[config.mk]
export PLATFORM = sky130hd
export DESIGN_NAME = copro_fabric_unit
export DESIGN_NICKNAME = d
export VERILOG_FILES = /design/src/hw/copro_pkg.sv /design/src/hw/copro_exec_unit.sv /design/src/hw/copro_fabric_unit.sv
export VERILOG_INCLUDE_DIRS = /design/src /design/src/hw
export SDC_FILE = /design/constraint.sdc
export NUM_CORES = 1
export LEC_CHECK = 0
export ABC_AREA = 1
export BUFFER_PORTS_ARGS = -buffer_cell sky130_fd_sc_hd__buf_2
export CELL_PAD_IN_SITES_DETAIL_PLACEMENT = 1
export CELL_PAD_IN_SITES_GLOBAL_PLACEMENT = 1
export CORE_MARGIN = 3
export CORE_UTILIZATION = 43
export CTS_CLUSTER_DIAMETER = 200
export DETAILED_ROUTE_END_ITERATION = 16
export MAX_ROUTING_LAYER = met4
export PLACE_DENSITY = 0.83
export REMOVE_ABC_BUFFERS = 1
export SYNTH_ARGS = -nofsm -noshare
export SYNTH_HDL_FRONTEND = slang
export SYNTH_SLANG_ARGS = --single-unit
[constraint.sdc]
create_clock -name i_clk -period 21.2 [get_ports i_clk]
set_clock_uncertainty 0.05 [all_clocks]
set_input_delay 2.12 -clock i_clk [delete_from_list [all_inputs] [get_ports i_clk]]
set_output_delay 2.12 -clock i_clk [all_outputs]
set_load 0.02 [all_outputs]
[src/hw/copro_defines.svh]
// register map, control and status fields and transfer size codes of the fabric coprocessor
`ifndef COPRO_DEFINES_SVH
`define COPRO_DEFINES_SVH

// ==========================================================================
// register word indices (byte address = 4 * index) and bank numbers (index bits 3:2)
`define COPRO_IDX_CTRL 4'h0
`define COPRO_IDX_STATUS 4'h1
`define COPRO_IDX_RESULT 4'h2
`define COPRO_BANK_STORE 2'h1
`define COPRO_BANK_LOAD 2'h2

// ==========================================================================
// control register fields
`define COPRO_CTRL_W 8
`define COPRO_CTRL_RESET 8'h00
`define COPRO_CTRL_COMB 0
`define COPRO_CTRL_LATE 1
`define COPRO_CTRL_RAISE 2
`define COPRO_CTRL_RAISE_FP 3
`define COPRO_CTRL_KEEP_EXC 4
`define COPRO_CTRL_CLR_EXC 5
`define COPRO_CTRL_CLR_FEX 6

// ==========================================================================
// status register fields
`define COPRO_STS_BUSY 0
`define COPRO_STS_EXC 1
`define COPRO_STS_FEX 2
`define COPRO_STS_FLUSHED 3
`define COPRO_STS_LDIDX 4
`define COPRO_STS_DONECNT 8
`define COPRO_STS_XFER 16

// ==========================================================================
// transfer size codes seen on the link
`define COPRO_SZ_BYTE 3'h4
`define COPRO_SZ_HALF 3'h2
`define COPRO_SZ_WORD 3'h1
`define COPRO_SZ_DOUBLE 3'h3
`define COPRO_SZ_QUAD 3'h7

`endif

[src/hw/copro_pkg.sv]
// types shared by the fabric coprocessor and the controller model
package copro_pkg;
  `include "copro_defines.svh"

  // ========================================================================
  // handshake states
  typedef enum logic [2:0] {
    S_IDLE, S_OPS, S_LOAD, S_LATE, S_EXC, S_FIN, S_DRAIN
  } state_e;

  // ========================================================================
  // controller toward coprocessor
  typedef struct packed {
    logic instr_valid;
    logic [31:0] instruction;
    logic [3:0] user_defined_instruction;
    logic decoded_load_flag;
    logic decoded_store_flag;
    logic nonautonomous_flag;
    logic [2:0] transfer_size_code;
    logic ops_valid;
    logic [31:0] op_a;
    logic [31:0] op_b;
    logic writeback_permit;
    logic instr_flush;
    logic load_valid;
    logic [127:0] load_data;
    logic [3:0] load_byte_index;
    logic next_instr_ready;
    logic [1:0] fp_exception_mode_bits;
  } ctl_to_copro_s;

  // coprocessor toward controller
  typedef struct packed {
    logic [31:0] copro_result;
    logic copro_result_valid;
    logic [127:0] copro_store_data;
    logic copro_done;
    logic copro_confirm;
    logic copro_exception;
    logic fp_exception_summary;
  } copro_to_ctl_s;

  // ========================================================================
  // whole state of the coprocessor
  typedef struct packed {
    state_e state;
    logic [3:0] user_defined_instruction;
    logic [2:0] xfer;
    logic done_q;
    logic rv_q;
    logic confirm_q;
    logic exception;
    logic fex;
    logic flushed;
    logic [31:0] result;
    logic [`COPRO_CTRL_W-1:0] ctrl;
    logic [3:0][31:0] store_words;
    logic [3:0][31:0] load_words;
    logic [3:0] load_index;
    logic [7:0] done_count;
    logic bus_ack;
    logic [31:0] readdata;
  } copro_state_s;
endpackage

[src/hw/copro_exec_unit.sv]
// combinational execution unit selected by the user instruction number
`timescale 1ns/1ps
module copro_exec_unit #(
  parameter int W = 32
) (
  // instruction select and operands
  input wire logic [3:0] i_udi,
  input wire logic [W-1:0] i_op_a,
  input wire logic [W-1:0] i_op_b,
  // result
  output logic [W-1:0] o_result
);
  // ========================================================================
  // operation table; select bit 2 swaps the operands
  logic [W-1:0] a;
  logic [W-1:0] b;

  always_comb begin
    a = i_udi[2] ? i_op_b : i_op_a;
    b = i_udi[2] ? i_op_a : i_op_b;
    unique case (i_udi[1:0])
      2'h0: o_result = a + b;
      2'h1: o_result = a - b;
      2'h2: o_result = a ^ b;
      2'h3: o_result = a & b;
    endcase
  end
endmodule

[src/hw/copro_fabric_unit.sv]
// fabric coprocessor answering the processor's instruction handshake
`timescale 1ns/1ps
module copro_fabric_unit (
  // clock and reset
  input wire logic i_clk,
  input wire logic i_arst_n,
  // avalon-mm register slave
  input wire logic [5:0] i_avs_address,
  input wire logic i_avs_read,
  input wire logic i_avs_write,
  input wire logic [31:0] i_avs_writedata,
  input wire logic [3:0] i_avs_byteenable,
  output logic [31:0] o_avs_readdata,
  output logic o_avs_waitrequest,
  // link to the processor's instruction controller
  input wire copro_pkg::ctl_to_copro_s i_ctl,
  output copro_pkg::copro_to_ctl_s o_copro
);
  `include "copro_defines.svh"

  localparam copro_pkg::copro_state_s RST_ST = '{
    state: copro_pkg::S_IDLE,
    ctrl: `COPRO_CTRL_RESET,
    default: '0
  };

  // ========================================================================
  // reset release
  logic rst_meta;
  logic rst_n;

  always_ff @(posedge i_clk or negedge i_arst_n) begin
    if (!i_arst_n) begin
      rst_meta <= 1'b0;
      rst_n <= 1'b0;
    end else begin
      rst_meta <= 1'b1;
      rst_n <= rst_meta;
    end
  end

  // ========================================================================
  // state, execution unit
  copro_pkg::copro_state_s st;
  copro_pkg::copro_state_s next_st;
  logic [31:0] exec_res;
  logic [31:0] rd_word;
  logic [31:0] status;
  logic [31:0] wr_ctrl;
  logic [3:0] idx;
  logic bus_req;
  logic bus_take;
  logic ctrl_wr;
  logic comb;
  logic new_instr;
  logic is_late;
  logic exc_cond;
  logic ops_phase;
  logic load_phase;
  logic done_c;
  logic rv_c;
  logic done_out;
  logic fex_clr;

  copro_exec_unit #(
    .W(32)
  ) u_exec (
    .i_udi(i_ctl.user_defined_instruction),
    .i_op_a(i_ctl.op_a),
    .i_op_b(i_ctl.op_b),
    .o_result(exec_res)
  );

  function automatic logic [31:0] merge(input logic [31:0] old,
                                        input logic [31:0] nw,
                                        input logic [3:0] be);
    logic [31:0] r;
    r = old;
    for (int k = 0; k < 4; k++) begin
      if (be[k]) begin
        r[k*8 +: 8] = nw[k*8 +: 8];
      end
    end
    return r;
  endfunction

  // ========================================================================
  // register access decode and read side
  assign idx = i_avs_address[5:2];
  assign bus_req = i_avs_read || i_avs_write;
  assign bus_take = i_avs_write && st.bus_ack;
  assign ctrl_wr = bus_take && (idx == `COPRO_IDX_CTRL);
  assign wr_ctrl = merge({24'h0, st.ctrl}, i_avs_writedata, i_avs_byteenable);
  assign fex_clr = ctrl_wr && wr_ctrl[`COPRO_CTRL_CLR_FEX];

  always_comb begin
    status = 32'h0;
    status[`COPRO_STS_BUSY] = (st.state != copro_pkg::S_IDLE);
    status[`COPRO_STS_EXC] = st.exception;
    status[`COPRO_STS_FEX] = st.fex;
    status[`COPRO_STS_FLUSHED] = st.flushed;
    status[`COPRO_STS_LDIDX +: 4] = st.load_index;
    status[`COPRO_STS_DONECNT +: 8] = st.done_count;
    status[`COPRO_STS_XFER +: 3] = st.xfer;
    case (idx)
      `COPRO_IDX_CTRL: rd_word = {24'h0, st.ctrl};
      `COPRO_IDX_STATUS: rd_word = status;
      `COPRO_IDX_RESULT: rd_word = st.result;
      default: begin
        if (idx[3:2] == `COPRO_BANK_STORE) begin
          rd_word = st.store_words[idx[1:0]];
        end else if (idx[3:2] == `COPRO_BANK_LOAD) begin
          rd_word = st.load_words[idx[1:0]];
        end else begin
          rd_word = 32'h0;
        end
      end
    endcase
  end

  // ========================================================================
  // phase decode
  assign comb = st.ctrl[`COPRO_CTRL_COMB];
  assign new_instr = (st.state == copro_pkg::S_IDLE) && i_ctl.instr_valid;
  assign is_late = st.ctrl[`COPRO_CTRL_LATE] && i_ctl.nonautonomous_flag &&
                   !i_ctl.decoded_store_flag && !i_ctl.decoded_load_flag;
  // a held exception turns every late-confirm instruction into one
  assign exc_cond = st.ctrl[`COPRO_CTRL_RAISE] ||
                    st.ctrl[`COPRO_CTRL_RAISE_FP] || st.exception;
  assign ops_phase = (st.state == copro_pkg::S_OPS) ||
                     (new_instr && !i_ctl.decoded_store_flag &&
                      !i_ctl.decoded_load_flag && !is_late);
  assign load_phase = (st.state == copro_pkg::S_LOAD) ||
                      (new_instr && i_ctl.decoded_load_flag);

  // ========================================================================
  // next state
  always_comb begin
    next_st = st;
    done_c = 1'b0;
    rv_c = 1'b0;
    next_st.done_q = 1'b0;
    next_st.rv_q = 1'b0;
    next_st.confirm_q = 1'b0;
    // one wait state per access so read data comes from a flop
    next_st.bus_ack = bus_req && !st.bus_ack;
    if (bus_req && !st.bus_ack) begin
      next_st.readdata = rd_word;
    end
    if (ctrl_wr) begin
      next_st.ctrl = wr_ctrl[`COPRO_CTRL_W-1:0];
      next_st.ctrl[`COPRO_CTRL_CLR_EXC] = 1'b0;
      next_st.ctrl[`COPRO_CTRL_CLR_FEX] = 1'b0;
      if (wr_ctrl[`COPRO_CTRL_CLR_EXC]) begin
        next_st.exception = 1'b0;
      end
      if (wr_ctrl[`COPRO_CTRL_CLR_FEX]) begin
        next_st.fex = 1'b0;
      end
      next_st.flushed = 1'b0;
    end
    for (int k = 0; k < 4; k++) begin
      if (bus_take && idx[3:2] == `COPRO_BANK_STORE &&
          idx[1:0] == 2'(k)) begin
        next_st.store_words[k] = merge(st.store_words[k], i_avs_writedata,
                                       i_avs_byteenable);
      end
    end
    // handshake; hardware sets below win over software clears above
    unique case (st.state)
      copro_pkg::S_IDLE: begin
        if (i_ctl.instr_valid) begin
          next_st.user_defined_instruction = i_ctl.user_defined_instruction;
          next_st.xfer = i_ctl.transfer_size_code;
          if (i_ctl.decoded_store_flag) begin
            if (comb) begin
              done_c = 1'b1;
              rv_c = 1'b1;
            end else begin
              next_st.done_q = 1'b1;
              next_st.rv_q = 1'b1;
              next_st.state = copro_pkg::S_DRAIN;
            end
          end else if (i_ctl.decoded_load_flag) begin
            next_st.state = copro_pkg::S_LOAD;
          end else if (is_late && exc_cond) begin
            next_st.exception = 1'b1;
            if (st.ctrl[`COPRO_CTRL_RAISE_FP]) begin
              next_st.fex = 1'b1;
            end
            next_st.state = copro_pkg::S_EXC;
          end else if (is_late) begin
            next_st.confirm_q = 1'b1;
            next_st.state = copro_pkg::S_LATE;
          end else begin
            next_st.state = copro_pkg::S_OPS;
          end
        end
      end
      copro_pkg::S_OPS, copro_pkg::S_LOAD: begin
      end
      copro_pkg::S_LATE: begin
        if (i_ctl.writeback_permit) begin
          next_st.result = exec_res;
          if (comb) begin
            rv_c = 1'b1;
            done_c = 1'b1;
            next_st.state = copro_pkg::S_IDLE;
          end else begin
            next_st.rv_q = 1'b1;
            next_st.done_q = 1'b1;
            next_st.state = copro_pkg::S_DRAIN;
          end
        end
      end
      copro_pkg::S_EXC: begin
        if (i_ctl.writeback_permit) begin
          next_st.exception = st.ctrl[`COPRO_CTRL_KEEP_EXC];
          if (comb) begin
            done_c = 1'b1;
            next_st.state = copro_pkg::S_IDLE;
          end else begin
            next_st.done_q = 1'b1;
            next_st.state = copro_pkg::S_DRAIN;
          end
        end
      end
      copro_pkg::S_FIN: begin
        next_st.done_q = 1'b1;
        next_st.state = copro_pkg::S_DRAIN;
      end
      copro_pkg::S_DRAIN: begin
        // the controller drops the finished instruction in this cycle
        next_st.state = copro_pkg::S_IDLE;
      end
    endcase
    if (ops_phase && i_ctl.ops_valid) begin
      if (i_ctl.nonautonomous_flag) begin
        next_st.result = exec_res;
        if (comb) begin
          rv_c = 1'b1;
          next_st.done_q = 1'b1;
          next_st.state = copro_pkg::S_DRAIN;
        end else begin
          next_st.rv_q = 1'b1;
          next_st.state = copro_pkg::S_FIN;
        end
      end else if (comb) begin
        done_c = 1'b1;
        next_st.state = copro_pkg::S_IDLE;
      end else begin
        next_st.done_q = 1'b1;
        next_st.state = copro_pkg::S_DRAIN;
      end
    end
    if (load_phase && i_ctl.load_valid) begin
      next_st.load_words = i_ctl.load_data;
      next_st.load_index = i_ctl.load_byte_index;
      if (comb) begin
        done_c = 1'b1;
        next_st.state = copro_pkg::S_IDLE;
      end else begin
        next_st.done_q = 1'b1;
        next_st.state = copro_pkg::S_DRAIN;
      end
    end
    // a flushed instruction ends silently
    if (i_ctl.instr_flush && st.state != copro_pkg::S_IDLE &&
        st.state != copro_pkg::S_DRAIN) begin
      done_c = 1'b0;
      rv_c = 1'b0;
      next_st.done_q = 1'b0;
      next_st.rv_q = 1'b0;
      next_st.flushed = 1'b1;
      next_st.state = copro_pkg::S_IDLE;
      if (st.state == copro_pkg::S_EXC) begin
        next_st.exception = st.ctrl[`COPRO_CTRL_KEEP_EXC] && !new_instr;
        next_st.exception = 1'b0;
      end
    end
    done_out = st.done_q || done_c;
    next_st.done_count = st.done_count + {7'h0, done_out};
  end

  always_ff @(posedge i_clk or negedge rst_n) begin
    if (!rst_n) begin
      st <= RST_ST;
    end else begin
      st <= next_st;
    end
  end

  // ========================================================================
  // outputs; same-cycle answers bypass the flops in combinational mode
  assign o_avs_readdata = st.readdata;
  assign o_avs_waitrequest = bus_req && !st.bus_ack;
  assign o_copro.copro_result = rv_c ? exec_res : st.result;
  assign o_copro.copro_result_valid = st.rv_q || rv_c;
  assign o_copro.copro_store_data = st.store_words;
  assign o_copro.copro_done = done_out;
  assign o_copro.copro_confirm = st.confirm_q;
  assign o_copro.copro_exception = st.exception;
  assign o_copro.fp_exception_summary = st.fex;
endmodule

==> results.py, run 1 <==
metrics = {
    "clocking": {
        "clk_pin_slew_worst_paths_ps": 70,
        "holdBufCountCts": 0,
        "cts_buffer_count": 38,
        "post_cts_resized": 0,
        "htree_num_levels": 2,
        "root_buffer": "sky130_fd_sc_hd__clkbuf_16",
        "max-clock-path-buffers": 3,
        "clkSinkCount": 353,
        "postCtsSetupBuffers": 0,
        "cts_tree": "yes",
        "clkLatencyLatePin_ps": 540,
    },
    "critical_path": {
        "cp.arrival_ps": 6890,
        "critPathMaxStageDelay_ps": 480,
        "startpoint_type": "input pin",
        "critical_path.endpoint_type": "output port",
        "timing.critical_path.mode_cell": "sky130_fd_sc_hd__nand2_1",
        "critPathBufInv": 5,
        "r2r_setup_slack_ps": 17900,
        "worst_path_max_delay_cell": "sky130_fd_sc_hd__inv_4",
        "required_arrival_time_at_the_worst_endpoint_ps": 19030,
        "timing.critical_path.fanout_max": 60,
        "timing.critical_path.max_delay_family": "simple AND/OR/NAND/NOR gates",
        "worstSetupPathType": "in -> out",
    },
    "finish": {
        "final_cell_area_mm2": 0.0244,
        "stdcell_count": 3764,
        "drive_gt1_share_pct": 20.0,
        "fillerInstances": 6272,
        "commonest_cells_after_routing_fill_and_taps_aside": "sky130_fd_sc_hd__nand2_1, sky130_fd_sc_hd__buf_2, sky130_fd_sc_hd__dfrtp_1",
        "most_common_cell_after_layout_fill_and_taps_aside": "sky130_fd_sc_hd__nand2_1",
        "layout-area-overhead-vs-synth_pct": 13.4,
        "nets": 3410,
    },
    "sta": {
        "tightest_slew_ps": 1150,
        "finalHoldViolCount": 0,
        "grt_setup_unrepaired": "false",
        "achievable-frequency_mhz": 110,
        "fin_crit_ps": 9060,
        "final_max_slew_viol_count": 0,
        "timing.slew.headroom_pct": 23.3,
        "setup_viol": 0,
        "min_period_over_period_pct": 42.7,
        "final.setup.tns_ps": 0,
    },
    "logic_synthesis": {
        "ys_seq_elements": 353,
        "synth.cell_area_mm2": 0.0215,
        "seq_area_frac_synth_pct": 41.0,
        "synth-warning-count": 0,
        "synth_cell_types": 49,
        "synth_area_per_cell_um2": 7.65,
        "netlist_instances": 2817,
    },
    "floorplanning": {
        "placeable_area_mm2": 0.0493,
        "die_area_mm2": 0.0528,
        "placementRows": 81,
        "num_io_pins": 490,
        "die_width_um": 230,
        "die_span_y_um": 230,
        "floorplan.initialDensity_pct": 43.7,
    },
    "power_and_ir_drop": {
        "design_power_total_uw": 2690,
        "peakVddDrop_uv": 62.8,
        "total_net_switching_power_uw": 1060,
        "switching_share_pct": 39.5,
        "combinational_power_share_pct": 36.5,
        "part_of_the_power_in_registers_pct": 37.5,
        "power_density_mw_per_mm2": 110,
        "cell_internal_power_uw": 1630,
        "power_leakage_uw": 0.0128,
        "power_frac_clock_pct": 25.9,
    },
    "placement": {
        "place.gp.congestion": 0.911,
        "placedCellCount": 3671,
        "placement.io_buffers": 451,
        "dp_hpwl_mm": 63.1,
        "placed_cell_area_mm2": 0.0231,
    },
    "global_routing": {
        "grt_max_degree": 194,
        "global_route.peak_usage_layer": "met2",
        "number_of_antenna_violations_at_the_first_check_in_global_routing": 25,
        "groute.usage.overall_pct": 31.4,
        "grt_util_met2_pct": 51.1,
        "grt_pass1_vias": 21773,
        "grt_overflow": 0,
        "grt_pass1_wl_mm": 126,
        "global_route.usage.met1_pct": 38.8,
        "grt_util_met3_pct": 7.00,
    },
    "routing": {
        "antenna_violating_nets_post_route": 0,
        "routed-via-count": 20792,
        "route.detailed.wl_per_inst_um": 22.2,
        "drt_wl_total_mm": 83.6,
        "route.detailed.drc": 0,
        "drtIter0Drc": 1425,
        "route.detailed.vias_per_inst": 5.52,
        "drt_pre_antenna_iters": 5,
    },
    "flow_run": {
        "max-cap-violations": 0,
    },
    "hold_path": {
        "timing.hold.worst.class": "reg -> async",
    },
    "run_status": {
        "outcome": "finished clean",
    },
}
==> synthesized netlist by cell type, drive strengths merged <==
| library cell | instances | area share (%) |
|---|---|---|
| o32ai | 2 | 0.081 |
| a22o | 13 | 0.53 |
| nor3 | 16 | 0.42 |
| nand2b | 1 | 0.029 |
| clkinv | 4 | 0.070 |
| o22ai | 36 | 1.0 |
| xor2 | 29 | 1.2 |
| xnor2 | 9 | 0.37 |
| nor2 | 198 | 3.5 |
| o21ai | 277 | 6.7 |
| buf | 204 | 6.8 |
| mux2 | 40 | 2.1 |
| conb | 1 | 0.017 |
| nand4 | 26 | 0.75 |
| a21oi | 168 | 3.9 |
| dfrtp | 353 | 41 |
| a211oi | 15 | 0.52 |
| a22oi | 83 | 2.9 |
| ha | 70 | 4.1 |
| a21boi | 1 | 0.035 |
| o221ai | 19 | 0.77 |
| nor4 | 3 | 0.087 |
| o21bai | 7 | 0.24 |
| or2 | 3 | 0.087 |
| a31o | 1 | 0.041 |
| o211ai | 5 | 0.17 |
| fa | 1 | 0.093 |
| inv | 272 | 4.8 |
| o31ai | 1 | 0.035 |
| a31oi | 4 | 0.12 |
| nand3 | 100 | 2.3 |
| o21a | 4 | 0.14 |
| clkbuf | 81 | 1.4 |
| nand2 | 760 | 13 |
| a21o | 3 | 0.10 |
| nand3b | 7 | 0.24 |
==> registers in the layout, summed over array words and instances, names as in the netlist <==
register,cells
rst_meta,1
comb,1
o_copro,131
st,187
o_avs_readdata,32
rst_n,1
==> per-layer routing <==
layer | wire (µm) | share of wire [%] | vias up
li1 | - | - | 9600
met1 | 34700 | 42 | 10373
met2 | 39700 | 47 | 658
met3 | 5960 | 7.1 | 161
met4 | 3230 | 3.9 | 0
met5 | 0 | 0 | -
==> layout make-up <==
cell class	count	area, µm²	area share [%]
multi-input cells	1903	9930	40.6
repair buffers	475	2450	10.0
clock inverters	9	128	0.522
diodes	25	62.6	0.256
inverters	276	1040	4.26
clock buffers	59	1160	4.75
flip-flops and latches	353	8840	36.2
well taps	664	831	3.40
==> power groups by stage <==
stage               clock (µW)  sequential (µW)  combinational [µW]
finish                     697             1010                 982
global route               732             1030                1080
CTS                        703             1000                 978
detailed placement           0             1010                 966
global placement             0              996                 923
floorplan                    0             1050                 577
==> stage by stage <==
stage	util (%)	worst slack, ps	hold WS, ps
floorplan	-	10580	281
global placement	46.9	12340	135
detailed placement	46.9	12240	146
CTS	49.5	12210	154
global route	49.6	11740	161
finish	49.6	12140	143
==> final timing paths <==
check	cells past startpoint	to	startpoint
worst min-delay path	0	o_copro[48]$_DFFE_PN0P_	rst_n$_DFF_PN0_
min in group i_clk	0	rst_n$_DFF_PN0_	rst_meta$_DFF_PN0_
max in group asynchronous	2	st[169]$_DFFE_PN0P_	rst_n$_DFF_PN0_
worst min register to register	0	o_copro[48]$_DFFE_PN0P_	rst_n$_DFF_PN0_
worst max-delay path	26	o_copro[151]	i_ctl[211]
worst max register to register	14	st[39]$_DFF_PN0_	st[355]$_DFFE_PN0P_
==> cells by family after synthesis <==
family	synth area share, %
fa+ha+maj	4.16
buf+inv	13.1
flops	41.0
simple gates	20.8
mux	2.09
other cells	0.0174
compound gates	17.3
xor+xnor	1.54
No activity file was read; power rests on OpenSTA's default activity.
==> run 2: changes to the inputs <==
Settings changed: CORE_UTILIZATION 43 to 40, PLACE_DENSITY 0.83 to 0.77.
Clock period 21.2 ns to 8.4 ns, I/O delays scaled along.
==> results.py, run 2 (synthesis gave the netlist of run 1 again) <==
metrics = {
    "clocking": {
        "post_cts_resized": 0,
        "max-clock-path-buffers": 3,
        "clkLatencyLatePin_ps": 570,
        "root_buffer": "sky130_fd_sc_hd__clkbuf_16",
        "clk_pin_slew_worst_paths_ps": 60,
        "htree_num_levels": 2,
        "clkSinkCount": 353,
        "cts_tree": "yes",
        "cts_buffer_count": 40,
    },
    "routing": {
        "drt_wl_total_mm": 83.8,
        "route.detailed.vias_per_inst": 5.45,
        "drtIter0Drc": 1264,
        "route.detailed.drc": 0,
        "route.detailed.wl_per_inst_um": 22.2,
        "antenna_violating_nets_post_route": 0,
        "routed-via-count": 20614,
        "drt_pre_antenna_iters": 5,
    },
    "finish": {
        "finalCoreUtilization_pct": 46.1,
        "stdcell_count": 3781,
        "commonest_cells_after_routing_fill_and_taps_aside": "sky130_fd_sc_hd__nand2_1, sky130_fd_sc_hd__buf_2, sky130_fd_sc_hd__dfrtp_1",
        "nets": 3407,
        "most_common_cell_after_layout_fill_and_taps_aside": "sky130_fd_sc_hd__nand2_1",
        "drive_gt1_share_pct": 19.7,
        "final_cell_area_mm2": 0.0244,
        "layout-area-overhead-vs-synth_pct": 13.3,
        "largest_reg_flops": 187,
        "top_register": "st",
    },
    "sta": {
        "timing.slew.headroom_pct": 16.3,
        "tightest_slew_ps": 1250,
        "setup_viol": 0,
        "finalHoldViolCount": 0,
        "achievable-frequency_mhz": 164,
        "fin_crit_ps": 6100,
        "final_max_slew_viol_count": 0,
        "min_period_over_period_pct": 72.6,
        "grt_setup_unrepaired": "false",
    },
    "critical_path": {
        "startpoint_type": "input pin",
        "timing.critical_path.from": "i_ctl[211]",
        "critical_path.endpoint_type": "output port",
        "critical_path.endpoint": "o_copro[150]",
        "timing.critical_path.fanout_max": 60,
        "reg2reg_from": "st[355]$_DFFE_PN0P_",
        "worstSetupPathType": "in -> out",
        "reg2regPathDepth": 9,
        "required_arrival_time_at_the_worst_endpoint_ps": 7510,
        "cp.arrival_ps": 5210,
        "worst_r2r_endpoint": "st[91]$_DFFE_PN0P_",
        "r2r_setup_slack_ps": 4510,
    },
    "placement": {
        "dp_hpwl_mm": 64.6,
        "placed_cell_area_mm2": 0.0231,
        "place.gp.congestion": 0.907,
        "placement.io_buffers": 451,
        "placedCellCount": 3689,
    },
    "power_and_ir_drop": {
        "power_density_mw_per_mm2": 274,
        "peakVddDrop_uv": 171,
        "design_power_total_uw": 6700,
        "power_leakage_uw": 0.0127,
    },
    "hold_path": {
        "timing.hold.worst.class": "reg -> reg",
        "hold_start": "rst_meta$_DFF_PN0_",
    },
    "global_routing": {
        "grt_overflow": 0,
        "grt_max_degree": 168,
        "groute.usage.overall_pct": 29.7,
        "grt_pass1_wl_mm": 126,
        "number_of_antenna_violations_at_the_first_check_in_global_routing": 21,
        "grt_pass1_vias": 21249,
    },
    "flow_run": {
        "max-cap-violations": 0,
    },
    "floorplanning": {
        "num_io_pins": 490,
        "die_span_y_um": 238,
        "placementRows": 84,
        "placeable_area_mm2": 0.0530,
        "floorplan.initialDensity_pct": 40.7,
        "die_width_um": 238,
        "die_area_mm2": 0.0567,
    },
    "run_status": {
        "outcome": "finished clean",
    },
}
-- run 2: final cells by class --
type,count,area [µm²]
fillers,6694,28600
multi-input cells,1903,9940
flip-flops and latches,353,8840
repair buffers,470,2410
clock buffers,63,1170
inverters,276,1040
well taps,688,861
clock inverters,5,87.6
diodes,23,57.6
-- run 2: layer usage --
layer  track usage (%)  up-vias  routed length, µm
met5                 -        -                  0
met4              9.55        0               2920
met3              6.31      126               6180
met2              48.6      670              39900
met1              36.9    10216              34800
li1                  -     9602                  -
-- run 2: through the flow --
step / setup TNS [ps] / setup WS, ps / hold slack [ps]
floorplan: -778080 / -2220 / 281
global placement: 0 / 2490 / 292
detailed placement: 0 / 2330 / 302
CTS: 0 / 2320 / 317
global route: 0 / 1840 / 327
finish: 0 / 2300 / 317
-- run 2: critical path, cell delays in order --
cell and delay (ps):
sky130_fd_sc_hd__buf_2 120, sky130_fd_sc_hd__inv_4 380, sky130_fd_sc_hd__nand2_1 110, sky130_fd_sc_hd__nand2_1 150
sky130_fd_sc_hd__ha_1 210, sky130_fd_sc_hd__nand4_1 190, sky130_fd_sc_hd__nor2_1 200, sky130_fd_sc_hd__nand2_1 130
sky130_fd_sc_hd__nor2_2 210, sky130_fd_sc_hd__nor2_1 100, sky130_fd_sc_hd__a21oi_1 150, sky130_fd_sc_hd__xor2_1 90
sky130_fd_sc_hd__ha_1 360, sky130_fd_sc_hd__nand2_1 130, sky130_fd_sc_hd__inv_1 70, sky130_fd_sc_hd__nand2_1 100
sky130_fd_sc_hd__nor3_1 440, sky130_fd_sc_hd__nand4_1 260, sky130_fd_sc_hd__nand3_1 160, sky130_fd_sc_hd__nand2_1 60
sky130_fd_sc_hd__nand3_1 80, sky130_fd_sc_hd__nand3_1 230, sky130_fd_sc_hd__nand2_1 110, sky130_fd_sc_hd__o21ai_1 100
sky130_fd_sc_hd__buf_2 230
-- run 2: how the worst min path moves through the flow --
stage | endpoint | cells past startpoint | slack, ps
floorplan | rst_n$_DFF_PN0_ | 0 | 280
global placement | rst_n$_DFF_PN0_ | 0 | 290
detailed placement | rst_n$_DFF_PN0_ | 0 | 300
CTS | rst_n$_DFF_PN0_ | 0 | 320
global route | rst_n$_DFF_PN0_ | 0 | 330
finish | rst_n$_DFF_PN0_ | 0 | 320
-- run 2: power breakdown --
part / internal (µW) / switching [µW]
registers: 2240 / 296
clock network: 985 / 723
logic: 817 / 1640
-- run 2: what timing repair did --
item | 4_1_cts | 5_1_grt
buffers inserted | 0 | 0
endpoints found under the hold margin | 2 | 0
hold buffers | 1 | 0
